### src/port_cfg_pkg.sv
package port_cfg_pkg;

  // Register byte offsets
  localparam logic [5:0] HOST_TX_PRIO_MAP_OFS = 6'h00;
  localparam logic [5:0] HOST_SOURCE_ID_OFS = 6'h04;
  localparam logic [5:0] HOST_RX_PRIO_MAP_OFS = 6'h08;
  localparam logic [5:0] HOST_RX_MAX_FRAME_LEN_OFS = 6'h0c;
  localparam logic [5:0] PORT1_FIFO_BLOCK_ALLOC_OFS = 6'h10;
  localparam logic [5:0] PORT1_DEFAULT_VLAN_OFS = 6'h14;
  localparam logic [5:0] PORT1_TX_PRIO_MAP_OFS = 6'h18;
  localparam logic [5:0] MAC1_STATION_ADDR_LOW_OFS = 6'h1c;
  localparam logic [5:0] MAC1_STATION_ADDR_HIGH_OFS = 6'h20;
  localparam logic [5:0] PORT1_TIMESYNC_CONTROL_OFS = 6'h24;
  localparam logic [5:0] FRAME_CHECK_STATUS_OFS = 6'h28;

  // Writable-bit masks; reserved bits read zero
  localparam logic [31:0] PRIO_MAP_MASK = 32'h77777777;
  localparam logic [31:0] SOURCE_ID_MASK = 32'h0000ffff;
  localparam logic [31:0] MAX_LEN_MASK = 32'h00003fff;
  localparam logic [31:0] BLOCK_ALLOC_MASK = 32'h00003e3f;
  localparam logic [31:0] VLAN_MASK = 32'h0000ffff;
  localparam logic [31:0] ADDR_LOW_MASK = 32'h0000ffff;
  localparam logic [31:0] ADDR_HIGH_MASK = 32'hffffffff;
  localparam logic [31:0] TIMESYNC_MASK = 32'hffff0000;

  // Reset values
  localparam logic [31:0] HOST_TX_PRIO_MAP_RST = 32'h76543210;
  localparam logic [31:0] HOST_RX_PRIO_MAP_RST = 32'h76543210;
  localparam logic [31:0] PORT1_TX_PRIO_MAP_RST = 32'h33221001;
  localparam logic [31:0] MAX_LEN_RST = 32'h000005ee;
  localparam logic [31:0] BLOCK_ALLOC_RST = 32'h00000001;
  localparam logic [31:0] ZERO_RST = 32'h00000000;

  // Field positions and the length ceiling
  localparam int PRIO_FIELD_STRIDE = 4;
  localparam int CHAN_B_TAG_LSB = 8;
  localparam int TX_BLOCKS_LSB = 9;
  localparam int SYNC_KIND_LSB = 16;
  localparam logic [13:0] MAX_LEN_LIMIT = 14'd9604;

  // AXI response codes
  localparam logic [1:0] RESP_OKAY = 2'b00;
  localparam logic [1:0] RESP_SLVERR = 2'b10;

  typedef struct packed {
    logic [2:0] prio;
    logic canonical;
    logic [11:0] vlanId;
  } vlan_tag_type;

  typedef struct packed {
    logic valid;
    logic [13:0] byteCount;
    logic crcError;
    logic codeError;
    logic alignError;
  } frame_end_type;

  typedef struct packed {
    logic isLong;
    logic isOversized;
    logic isJabber;
  } frame_class_type;

endpackage : port_cfg_pkg

### src/switch_port_config_regs.sv
// Implementation choices: the AXI4-Lite interface to the registers and the register offsets.
`timescale 1ns/1ps
module switch_port_config_regs (
  input wire logic clk,
  input wire logic reset_n,
  // AXI4-Lite slave
  input wire logic [5:0] awaddr,
  input wire logic awvalid,
  output logic awready,
  input wire logic [31:0] wdata,
  input wire logic [3:0] wstrb,
  input wire logic wvalid,
  output logic wready,
  output logic [1:0] bresp,
  output logic bvalid,
  input wire logic bready,
  input wire logic [5:0] araddr,
  input wire logic arvalid,
  output logic arready,
  output logic [31:0] rdata,
  output logic [1:0] rresp,
  output logic rvalid,
  input wire logic rready,
  // Priority lookups
  input wire logic [2:0] hostTxHeaderPrio,
  output logic [2:0] hostTxQueuePrio,
  input wire logic [2:0] hostRxPacketPrio,
  output logic [2:0] hostRxHeaderPrio,
  input wire logic [2:0] port1TxHeaderPrio,
  output logic [2:0] port1TxQueuePrio,
  // Source tag insertion
  input wire logic fromPort2,
  output logic [7:0] infoWordSourceField,
  // Frame classification
  input port_cfg_pkg::frame_end_type frameEnd,
  output port_cfg_pkg::frame_class_type frameClass,
  output logic frameClassValid,
  // Static configuration out
  output logic [13:0] rxMaxFrameLen,
  output logic [4:0] port1TxBlocks,
  output logic [5:0] port1RxBlocks,
  output port_cfg_pkg::vlan_tag_type port1DefaultTag,
  output logic [47:0] stationAddr,
  output logic [15:0] syncMsgKindEnable
);
  import port_cfg_pkg::*;

  localparam int NUM_REGS = 10;

  logic [31:0] cfg_reg [NUM_REGS];
  logic [31:0] cfg_next [NUM_REGS];
  logic [31:0] mask [NUM_REGS];
  logic [31:0] rst [NUM_REGS];
  logic [5:0] ofs [NUM_REGS];

  // Map tables kept as constants beside the storage
  assign ofs[0] = HOST_TX_PRIO_MAP_OFS;
  assign ofs[1] = HOST_SOURCE_ID_OFS;
  assign ofs[2] = HOST_RX_PRIO_MAP_OFS;
  assign ofs[3] = HOST_RX_MAX_FRAME_LEN_OFS;
  assign ofs[4] = PORT1_FIFO_BLOCK_ALLOC_OFS;
  assign ofs[5] = PORT1_DEFAULT_VLAN_OFS;
  assign ofs[6] = PORT1_TX_PRIO_MAP_OFS;
  assign ofs[7] = MAC1_STATION_ADDR_LOW_OFS;
  assign ofs[8] = MAC1_STATION_ADDR_HIGH_OFS;
  assign ofs[9] = PORT1_TIMESYNC_CONTROL_OFS;
  assign mask[0] = PRIO_MAP_MASK;
  assign mask[1] = SOURCE_ID_MASK;
  assign mask[2] = PRIO_MAP_MASK;
  assign mask[3] = MAX_LEN_MASK;
  assign mask[4] = BLOCK_ALLOC_MASK;
  assign mask[5] = VLAN_MASK;
  assign mask[6] = PRIO_MAP_MASK;
  assign mask[7] = ADDR_LOW_MASK;
  assign mask[8] = ADDR_HIGH_MASK;
  assign mask[9] = TIMESYNC_MASK;
  assign rst[0] = HOST_TX_PRIO_MAP_RST;
  assign rst[1] = ZERO_RST;
  assign rst[2] = HOST_RX_PRIO_MAP_RST;
  assign rst[3] = MAX_LEN_RST;
  assign rst[4] = BLOCK_ALLOC_RST;
  assign rst[5] = ZERO_RST;
  assign rst[6] = PORT1_TX_PRIO_MAP_RST;
  assign rst[7] = ZERO_RST;
  assign rst[8] = ZERO_RST;
  assign rst[9] = ZERO_RST;

  // Write channel state: address and data captured independently
  logic awReady_reg, awReady_next; // Low while an address is held
  logic wReady_reg, wReady_next; // Low while write data is held
  logic [5:0] wAddr_reg, wAddr_next;
  logic [31:0] wData_reg, wData_next;
  logic [3:0] wStrb_reg, wStrb_next;
  logic bValid_reg, bValid_next;
  logic [1:0] bResp_reg, bResp_next;
  logic doWrite;
  logic writeHit;

  assign doWrite = !awReady_reg && !wReady_reg && !bValid_reg;

  always_comb begin
    writeHit = 1'b0;
    for (int i = 0; i < NUM_REGS; i++) begin
      if (wAddr_reg == ofs[i]) begin
        writeHit = 1'b1;
      end
    end
  end

  // Write handshake; a new address and data are taken while the response is up, but the write waits until it clears
  always_comb begin
    awReady_next = awReady_reg;
    wReady_next = wReady_reg;
    wAddr_next = wAddr_reg;
    wData_next = wData_reg;
    wStrb_next = wStrb_reg;
    bValid_next = bValid_reg;
    bResp_next = bResp_reg;
    if (awvalid && awReady_reg) begin
      awReady_next = 1'b0;
      wAddr_next = awaddr;
    end
    if (wvalid && wReady_reg) begin
      wReady_next = 1'b0;
      wData_next = wdata;
      wStrb_next = wstrb;
    end
    if (doWrite) begin
      awReady_next = 1'b1;
      wReady_next = 1'b1;
      bValid_next = 1'b1;
      bResp_next = writeHit ? RESP_OKAY : RESP_SLVERR;
    end else if (bValid_reg && bready) begin
      bValid_next = 1'b0;
    end
  end

  always_ff @(posedge clk) begin
    if (!reset_n) begin
      awReady_reg <= 1'b1;
      wReady_reg <= 1'b1;
      wAddr_reg <= 6'h00;
      wData_reg <= 32'h00000000;
      wStrb_reg <= 4'h0;
      bValid_reg <= 1'b0;
      bResp_reg <= RESP_OKAY;
    end else begin
      awReady_reg <= awReady_next;
      wReady_reg <= wReady_next;
      wAddr_reg <= wAddr_next;
      wData_reg <= wData_next;
      wStrb_reg <= wStrb_next;
      bValid_reg <= bValid_next;
      bResp_reg <= bResp_next;
    end
  end

  assign awready = awReady_reg;
  assign wready = wReady_reg;
  assign bvalid = bValid_reg;
  assign bresp = bResp_reg;

  // Register storage, one generate entry per register
  for (genvar r = 0; r < NUM_REGS; r++) begin : g_reg
    logic [31:0] strbMask;
    always_comb begin
      strbMask = {{8{wStrb_reg[3]}}, {8{wStrb_reg[2]}}, {8{wStrb_reg[1]}}, {8{wStrb_reg[0]}}};
      cfg_next[r] = cfg_reg[r];
      if (doWrite && wAddr_reg == ofs[r]) begin
        // Reserved bits never take a written one
        cfg_next[r] = ((cfg_reg[r] & ~strbMask) | (wData_reg & strbMask)) & mask[r];
      end
    end
    always_ff @(posedge clk) begin
      if (!reset_n) begin
        cfg_reg[r] <= rst[r];
      end else begin
        cfg_reg[r] <= cfg_next[r];
      end
    end
  end

  // Frame class counters, read back as status
  logic [7:0] longCount_reg, longCount_next;
  logic [7:0] oversizeCount_reg, oversizeCount_next;
  logic [7:0] jabberCount_reg, jabberCount_next;

  // Read channel
  logic rValid_reg, rValid_next, arReady_reg, arReady_next;
  logic [31:0] rData_reg, rData_next;
  logic [1:0] rResp_reg, rResp_next;
  logic [31:0] readWord;
  logic readHit;

  always_comb begin
    readWord = 32'h00000000;
    readHit = 1'b0;
    for (int i = 0; i < NUM_REGS; i++) begin
      if (araddr == ofs[i]) begin
        readWord = cfg_reg[i];
        readHit = 1'b1;
      end
    end
    if (araddr == FRAME_CHECK_STATUS_OFS) begin
      readWord = {8'h00, jabberCount_reg, oversizeCount_reg, longCount_reg};
      readHit = 1'b1;
    end
  end

  always_comb begin
    rValid_next = rValid_reg;
    rData_next = rData_reg;
    rResp_next = rResp_reg;
    if (arvalid && arready) begin
      rValid_next = 1'b1;
      rData_next = readWord;
      rResp_next = readHit ? RESP_OKAY : RESP_SLVERR;
    end else if (rValid_reg && rready) begin
      rValid_next = 1'b0;
    end
    arReady_next = !rValid_next; // Own flop so the port never sees an inverter
  end

  always_ff @(posedge clk) begin
    if (!reset_n) begin
      rValid_reg <= 1'b0;
      arReady_reg <= 1'b1;
      rData_reg <= 32'h00000000;
      rResp_reg <= RESP_OKAY;
    end else begin
      rValid_reg <= rValid_next;
      arReady_reg <= arReady_next;
      rData_reg <= rData_next;
      rResp_reg <= rResp_next;
    end
  end

  assign arready = arReady_reg;
  assign rvalid = rValid_reg;
  assign rdata = rData_reg;
  assign rresp = rResp_reg;

  // Registered lookups; one cycle of latency from the packet side
  logic [2:0] hostTxQueuePrio_reg, hostTxQueuePrio_next;
  logic [2:0] hostRxHeaderPrio_reg, hostRxHeaderPrio_next;
  logic [2:0] port1TxQueuePrio_reg, port1TxQueuePrio_next;
  logic [7:0] sourceField_reg, sourceField_next;

  always_comb begin
    hostTxQueuePrio_next = cfg_reg[0][PRIO_FIELD_STRIDE*hostTxHeaderPrio +: 3];
    hostRxHeaderPrio_next = cfg_reg[2][PRIO_FIELD_STRIDE*hostRxPacketPrio +: 3];
    port1TxQueuePrio_next = cfg_reg[6][PRIO_FIELD_STRIDE*port1TxHeaderPrio +: 3];
    sourceField_next = fromPort2 ? cfg_reg[1][CHAN_B_TAG_LSB +: 8]
                                 : cfg_reg[1][7:0];
  end

  always_ff @(posedge clk) begin
    if (!reset_n) begin
      hostTxQueuePrio_reg <= 3'h0;
      hostRxHeaderPrio_reg <= 3'h0;
      port1TxQueuePrio_reg <= 3'h0;
      sourceField_reg <= 8'h00;
    end else begin
      hostTxQueuePrio_reg <= hostTxQueuePrio_next;
      hostRxHeaderPrio_reg <= hostRxHeaderPrio_next;
      port1TxQueuePrio_reg <= port1TxQueuePrio_next;
      sourceField_reg <= sourceField_next;
    end
  end

  assign hostTxQueuePrio = hostTxQueuePrio_reg;
  assign hostRxHeaderPrio = hostRxHeaderPrio_reg;
  assign port1TxQueuePrio = port1TxQueuePrio_reg;
  assign infoWordSourceField = sourceField_reg;

  // Frame classification against the programmed maximum
  frame_class_type class_reg, class_next;
  logic classValid_reg, classValid_next;
  logic frameBad;

  always_comb begin
    frameBad = frameEnd.crcError || frameEnd.codeError || frameEnd.alignError;
    class_next.isLong = frameEnd.byteCount > cfg_reg[3][13:0];
    class_next.isOversized = class_next.isLong && !frameBad;
    class_next.isJabber = class_next.isLong && frameBad;
    classValid_next = frameEnd.valid;
    longCount_next = longCount_reg;
    oversizeCount_next = oversizeCount_reg;
    jabberCount_next = jabberCount_reg;
    // Saturating counters so software never sees a wrap
    if (frameEnd.valid && class_next.isLong && longCount_reg != 8'hff) begin
      longCount_next = longCount_reg + 8'h01;
    end
    if (frameEnd.valid && class_next.isOversized && oversizeCount_reg != 8'hff) begin
      oversizeCount_next = oversizeCount_reg + 8'h01;
    end
    if (frameEnd.valid && class_next.isJabber && jabberCount_reg != 8'hff) begin
      jabberCount_next = jabberCount_reg + 8'h01;
    end
  end

  always_ff @(posedge clk) begin
    if (!reset_n) begin
      class_reg <= '0;
      classValid_reg <= 1'b0;
      longCount_reg <= 8'h00;
      oversizeCount_reg <= 8'h00;
      jabberCount_reg <= 8'h00;
    end else begin
      class_reg <= classValid_next ? class_next : '0;
      classValid_reg <= classValid_next;
      longCount_reg <= longCount_next;
      oversizeCount_reg <= oversizeCount_next;
      jabberCount_reg <= jabberCount_next;
    end
  end

  assign frameClass = class_reg;
  assign frameClassValid = classValid_reg;

  // Static fields straight from storage flops
  assign rxMaxFrameLen = cfg_reg[3][13:0];
  assign port1TxBlocks = cfg_reg[4][TX_BLOCKS_LSB +: 5];
  assign port1RxBlocks = cfg_reg[4][5:0];
  assign port1DefaultTag = cfg_reg[5][15:0];
  // Byte 0 is address bits 7-0 and sits high in the low word
  assign stationAddr = {cfg_reg[8][7:0], cfg_reg[8][15:8], cfg_reg[8][23:16],
                        cfg_reg[8][31:24], cfg_reg[7][7:0], cfg_reg[7][15:8]};
  assign syncMsgKindEnable = cfg_reg[9][SYNC_KIND_LSB +: 16];
endmodule : switch_port_config_regs

### config.mk
export PLATFORM = sky130hd
export DESIGN_NAME = switch_port_config_regs
export DESIGN_NICKNAME = d
export VERILOG_FILES = /design/src/port_cfg_pkg.sv /design/src/switch_port_config_regs.sv
export SDC_FILE = /design/constraint.sdc
export NUM_CORES = 1
export LEC_CHECK = 0
export ABC_CLOCK_PERIOD_IN_PS = 6300
export BUFFER_PORTS_ARGS = -buffer_cell sky130_fd_sc_hd__buf_4
export CAP_MARGIN = 0
export CELL_PAD_IN_SITES_DETAIL_PLACEMENT = 0
export CELL_PAD_IN_SITES_GLOBAL_PLACEMENT = 1
export CORE_MARGIN = 3
export CORE_UTILIZATION = 35
export DETAILED_ROUTE_END_ITERATION = 16
export HOLD_SLACK_MARGIN = 0.06
export PLACE_DENSITY_LB_ADDON = 0.1
export SYNTH_ARGS = -nofsm -noshare
export SYNTH_HDL_FRONTEND = slang
export SYNTH_SLANG_ARGS = --single-unit
### constraint.sdc
create_clock -name clk -period 6.3 [get_ports clk]
set_input_delay 0.63 -clock clk [delete_from_list [all_inputs] [get_ports clk]]
set_output_delay 0.63 -clock clk [all_outputs]
set_load 0.02 [all_outputs]
# Word-level counts from Yosys, hierarchy flattened
# Memory sizes are Yosys's and may differ from the RTL's.
# Index checks and enable logic that the tools add are counted.
[word_totals]
register_bits = 128
mem_bits_rw = 320
wordCells = 183
n_memories = 1
[op_classes]
addsub = 3
magnitude_cmp = 1
eq_ne = 22
shifts = 3
n_mux = 61
bitwise = 33
n_reduce_logical = 37
[mem_list]
columns = ["name", "words", "word_bits", "rd", "rd_ports_with_merged_regs", "wr", "line", "source"]
rows = [
  ["cfg_reg", 10, 32, 10, 0, 10, "switch_port_config_regs.sv:50", "logic [31:0] cfg_reg [NUM_REGS];"],
]
[op_table]
columns = ["cell", "count"]
rows = [
  ["2-to-1 mux 32 bit", 31],
  ["AND 32 bit", 3],
  ["indexed part select 32 x 6 -> 3 bit", 3],
  ["AND 31 bit", 3],
  ["bitwise OR 31 bit", 3],
  ["bitwise OR 32 bit", 2],
  ["AND 16 bit", 3],
  ["equality test 6 x 5 -> 1 bit, second input constant", 8],
  ["bitwise OR 16 bit", 3],
  ["NOT 32 bit", 1],
  ["equality test 6 bit, second input constant", 5],
  ["AND 14 bit", 2],
  ["bitwise OR 14 bit", 2],
  ["2-to-1 mux 1 bit", 27],
  ["logical AND 1 bit", 25],
  ["adder 8 x 1 -> 8 bit, second input constant", 3],
  ["equality test 6 x 4 -> 1 bit, second input constant", 4],
  ["!= test 8 bit, second input constant", 3],
  ["> comparator 14 bit", 1],
  ["equality test 6 x 3 -> 1 bit, second input constant", 2],
  ["logical NOT 6 bit", 2],
  ["bitwise OR 1 bit", 10],
  ["2-to-1 mux 8 bit", 1],
  ["logical NOT 1 bit", 5],
  ["6 further kinds", 8],
]

# Depth between registers and ports, before layout
[depth]
ltp_word = 13
mapped_depth = 10
mapped_depth_nobuf = 8

# Least setup slack after synthesis
# Ideal clock, no wire load.
[synth_timing]
kind = "input-to-reg"
start = "in frameEnd[12] (netlist name)"
end = "reg longCount_reg[6]"
arrival_time_ns = 2.423
setup_slack_ns = 3.756
path_stages = 9
path_cell_list = "ha_1 a211oi_1 o21ai_0 a221o_1 o21ai_1 clkbuf_1 clkbuf_1 o21bai_1 o311a_1"
[synth_via]
elab_chain_len = 3
[synth_lines]
columns = ["item", "line", "source"]
rows = [
  ["from (decl)", "switch_port_config_regs.sv:35", "input port_cfg_pkg::frame_end_type frameEnd,"],
  ["> comparator 14 bit", "switch_port_config_regs.sv:283", "class_next.isLong = frameEnd.byteCount > cfg_reg[3][13:0];"],
  ["logical AND 1 bit (2 in a row)", "switch_port_config_regs.sv:291", "if (frameEnd.valid && class_next.isLong && longCount_reg != 8'hff) begin"],
  ["to (signal assigned)", "switch_port_config_regs.sv:312", "longCount_reg <= longCount_next;"],
  ["to (decl)", "switch_port_config_regs.sv:184", "logic [7:0] longCount_reg, longCount_next;"],
]
# No other way between the ends.
# A chain may end at the register's enable or synchronous reset.

==> results_dict.tcl <==
set metrics [dict create \
    first_global_vias 13000 \
    cellLeakagePower_uw 0.00739 \
    ys.flop_type "dfxtp_1" \
    synth_most_common_cell "dfxtp_1" \
    antenna_found_initial 1 \
    die_w_um 209 \
    synth_compound_area_share_pct 14.9 \
    hold_path.class "input pin to flop" \
    synth_top_area_share_pct 44.2 \
    antenna_cells_inserted 0 \
    cts_buffers 38 \
    critPathSlowestCell "o21ai_2" \
    dieHeight_um 209 \
    wirelength_um 58100 \
    internal-power_uw 3580 \
    vdd_drop_max_mv 0.165 \
    nNetsFinal 1966 \
    dieArea_mm2 0.0437 \
    clkPwrFrac_pct 48.2 \
    outcome "finished, final reports clean" \
    cts.htree.levels 2 \
    synth_area_leaders "dfxtp_1, mux2i_1, nand2_1" \
    grt_start_max_net_pins 139 \
    drc 0 \
    synthSimpleGateAreaFrac_pct 21.9 \
    drtAntennaViolNets 0 \
    drv_cap 0 \
    rows 73 \
    cp.required_ns 6.72 \
    synth_seq_area_share_pct 44.2 \
    syn_inst 1724 \
    start_util_pct 35.9 \
    ys_top_cells_by_count "dfxtp_1, nand2_1, nand3_1" \
    startpoint_type "flop" \
    end_kind "flop" \
    dr.pass1.iters 6 \
    syn_area_mm2 0.0144 \
    tritoncts "done" \
    place_ws_ns 3.06 \
    combPwrFrac_pct 7.6 \
    gr-total-overflow 0 \
    io_pins 250 \
    max_slew.worst_pin.slew_ns 1.28 \
    port_buffers 247 \
    synth_edf_count 0 \
    fin_crit_ns 3.01 \
    critical-path-max-stage-delay_ns 0.97 \
    cts_buffer_depth 3 \
    worst_slack_ns 3.29 \
    drive_gt1_share_pct 19.4 \
    placed_cell_area_mm2 0.0164 \
    yosysWarnings 0 \
    crit_type "flop to flop" \
    cts_sinks 319 \
    core_area_mm2 0.0403 \
    place_hpwl_um 41200 \
    areaGrowthSynthToFinish_pct 22.5 \
    dp.cells 2351 \
    post_drt_wl_per_cell_um 24.0 \
    power.density_mw_per_mm2 271 \
    routabilityCongestion 0.877 \
    max_freq_ghz 0.333 \
    path_clk_slew_ns 0.06 \
    track_usage_pct 25.8 \
    p_sw_share_pct 25.4 \
    drtIter0Drc 1344 \
    seqPwrFrac_pct 44.3 \
    yosysUniqueCellTypes 57 \
    final-setup-viol-count 0 \
    p_sw_uw 1220 \
    synth_xor_area_share_pct 0 \
    synth_top_family_by_area "simple AND/OR/NAND/NOR gates" \
    synth.avg_cell_area_um2 8.38 \
    root_buffer "clkbuf_16" \
    vias_per_cell 5.61 \
    cts_setup_buffers 0 \
    synth-seq-cells 319 \
    slew_headroom_pct 14.5 \
    grt_setup_unrepaired "no" \
    period_share_pct 47.7 \
    yosys-mux-area-fraction_pct 11.6 \
    tns_ns 0 \
    report.final.slew_viol_count 0 \
    cp.arrival_ns 3.43 \
    grt_pass1_wl_um 86800 \
    crit_chain "inv_1 > ha_1 > a211oi_1 > o21ai_0 > a221o_1 > o21ai_2 > nor2_1 > mux2i_1" \
    synthAdderAreaFrac_pct 1.47 \
    vias 13600 \
    hold_viol 0 \
    synth_top_area_cell "dfxtp_1" \
    fin_area_mm2 0.0177 \
    insertion_delay_ns 0.56 \
    cts_resized 0 \
    crit_path_max_fanout 31 \
    finClkSkew_ns 0.0226 \
    synth_async_sr_flop_share_pct 0 \
    fin_cells 2419 \
    cts_hold_buf 0 \
]
==> worst paths after layout <==
kind             start                           endpoint  slack [ns]  depth (start not counted)
min          wdata[24]         wData_reg[24]$_SDFFE_PN0P_        0.31                          3
max               flop  oversizeCount_reg[1]$_SDFFE_PN0P_        3.29                          8
max reg2reg       flop  oversizeCount_reg[1]$_SDFFE_PN0P_        3.29                          8
min reg2reg       flop                               flop        0.47                          2
==> stage by stage <==
stage	hold WS, ns	util, %	total power, µW
3_5_place_dp	0.468	40.7	2530
3_3_place_gp	0.462	40.7	2520
5_1_grt	0.295	43.9	4940
4_1_cts	0.285	43.9	4830
2_1_floorplan	0.442	-	2350
6_report	0.312	43.9	4790
==> per-layer routing <==
layer / wire [µm] / track usage (%) / vias to the layer above
li1: - / - / 6375
met1: 26500 / 36.7 / 6602
met2: 26500 / 40.4 / 509
met3: 3860 / 4.44 / 77
met4: 1300 / 6.72 / 2
met5: 13 / 0 / -
==> power by group through the flow <==
stage | clock, µW | combinational [µW] | sequential, µW
after floorplan | 0 | 204 | 2140
after global placement | 0 | 359 | 2170
after detailed placement | 0 | 362 | 2170
after CTS | 2350 | 363 | 2120
after global routing | 2420 | 392 | 2130
final | 2310 | 362 | 2120
==> critical path: cells and delay by family (launching register included) <==
family,cells,cell delay [ns]
buf+inv,1,0.08
flops,1,0.46
compound gates,4,1.62
fa+ha+maj,1,0.29
mux,1,0.18
simple gates,1,0.22
==> logic make-up (layout without fill, tap and decap cells) <==
logic type | Yosys count | after routing
simple gates | 705 | 705
compound gates | 357 | 357
flops | 319 | 319
buf+inv | 189 | 358
mux | 136 | 136
fa+ha+maj | 17 | 17
other cells | 1 | 2
==> area by class of cell <==
class	count	area, µm²
fillers	4089	22600
multi-input cells	1217	7230
flip-flops and latches	319	6390
repair buffers	269	2020
clock buffers	57	1150
well taps	525	657
clock inverters	11	158
inverters	21	83.8
==> cell usage in the layout, fill, tap and decap left out, drive strengths merged, types with 21 or more instances in the layout <==
| master | netlist | routed |
|---|---|---|
| o21ai | 65 | 65 |
| mux4 | 25 | 25 |
| mux2i | 111 | 111 |
| buf | 53 | 269 |
| nor2 | 151 | 151 |
| nand3 | 192 | 192 |
| dfxtp | 319 | 319 |
| a21oi | 172 | 172 |
| clkbuf | 115 | 57 |
| inv | 21 | 21 |
| nand2 | 275 | 275 |
(Power assumes the default switching activity.)
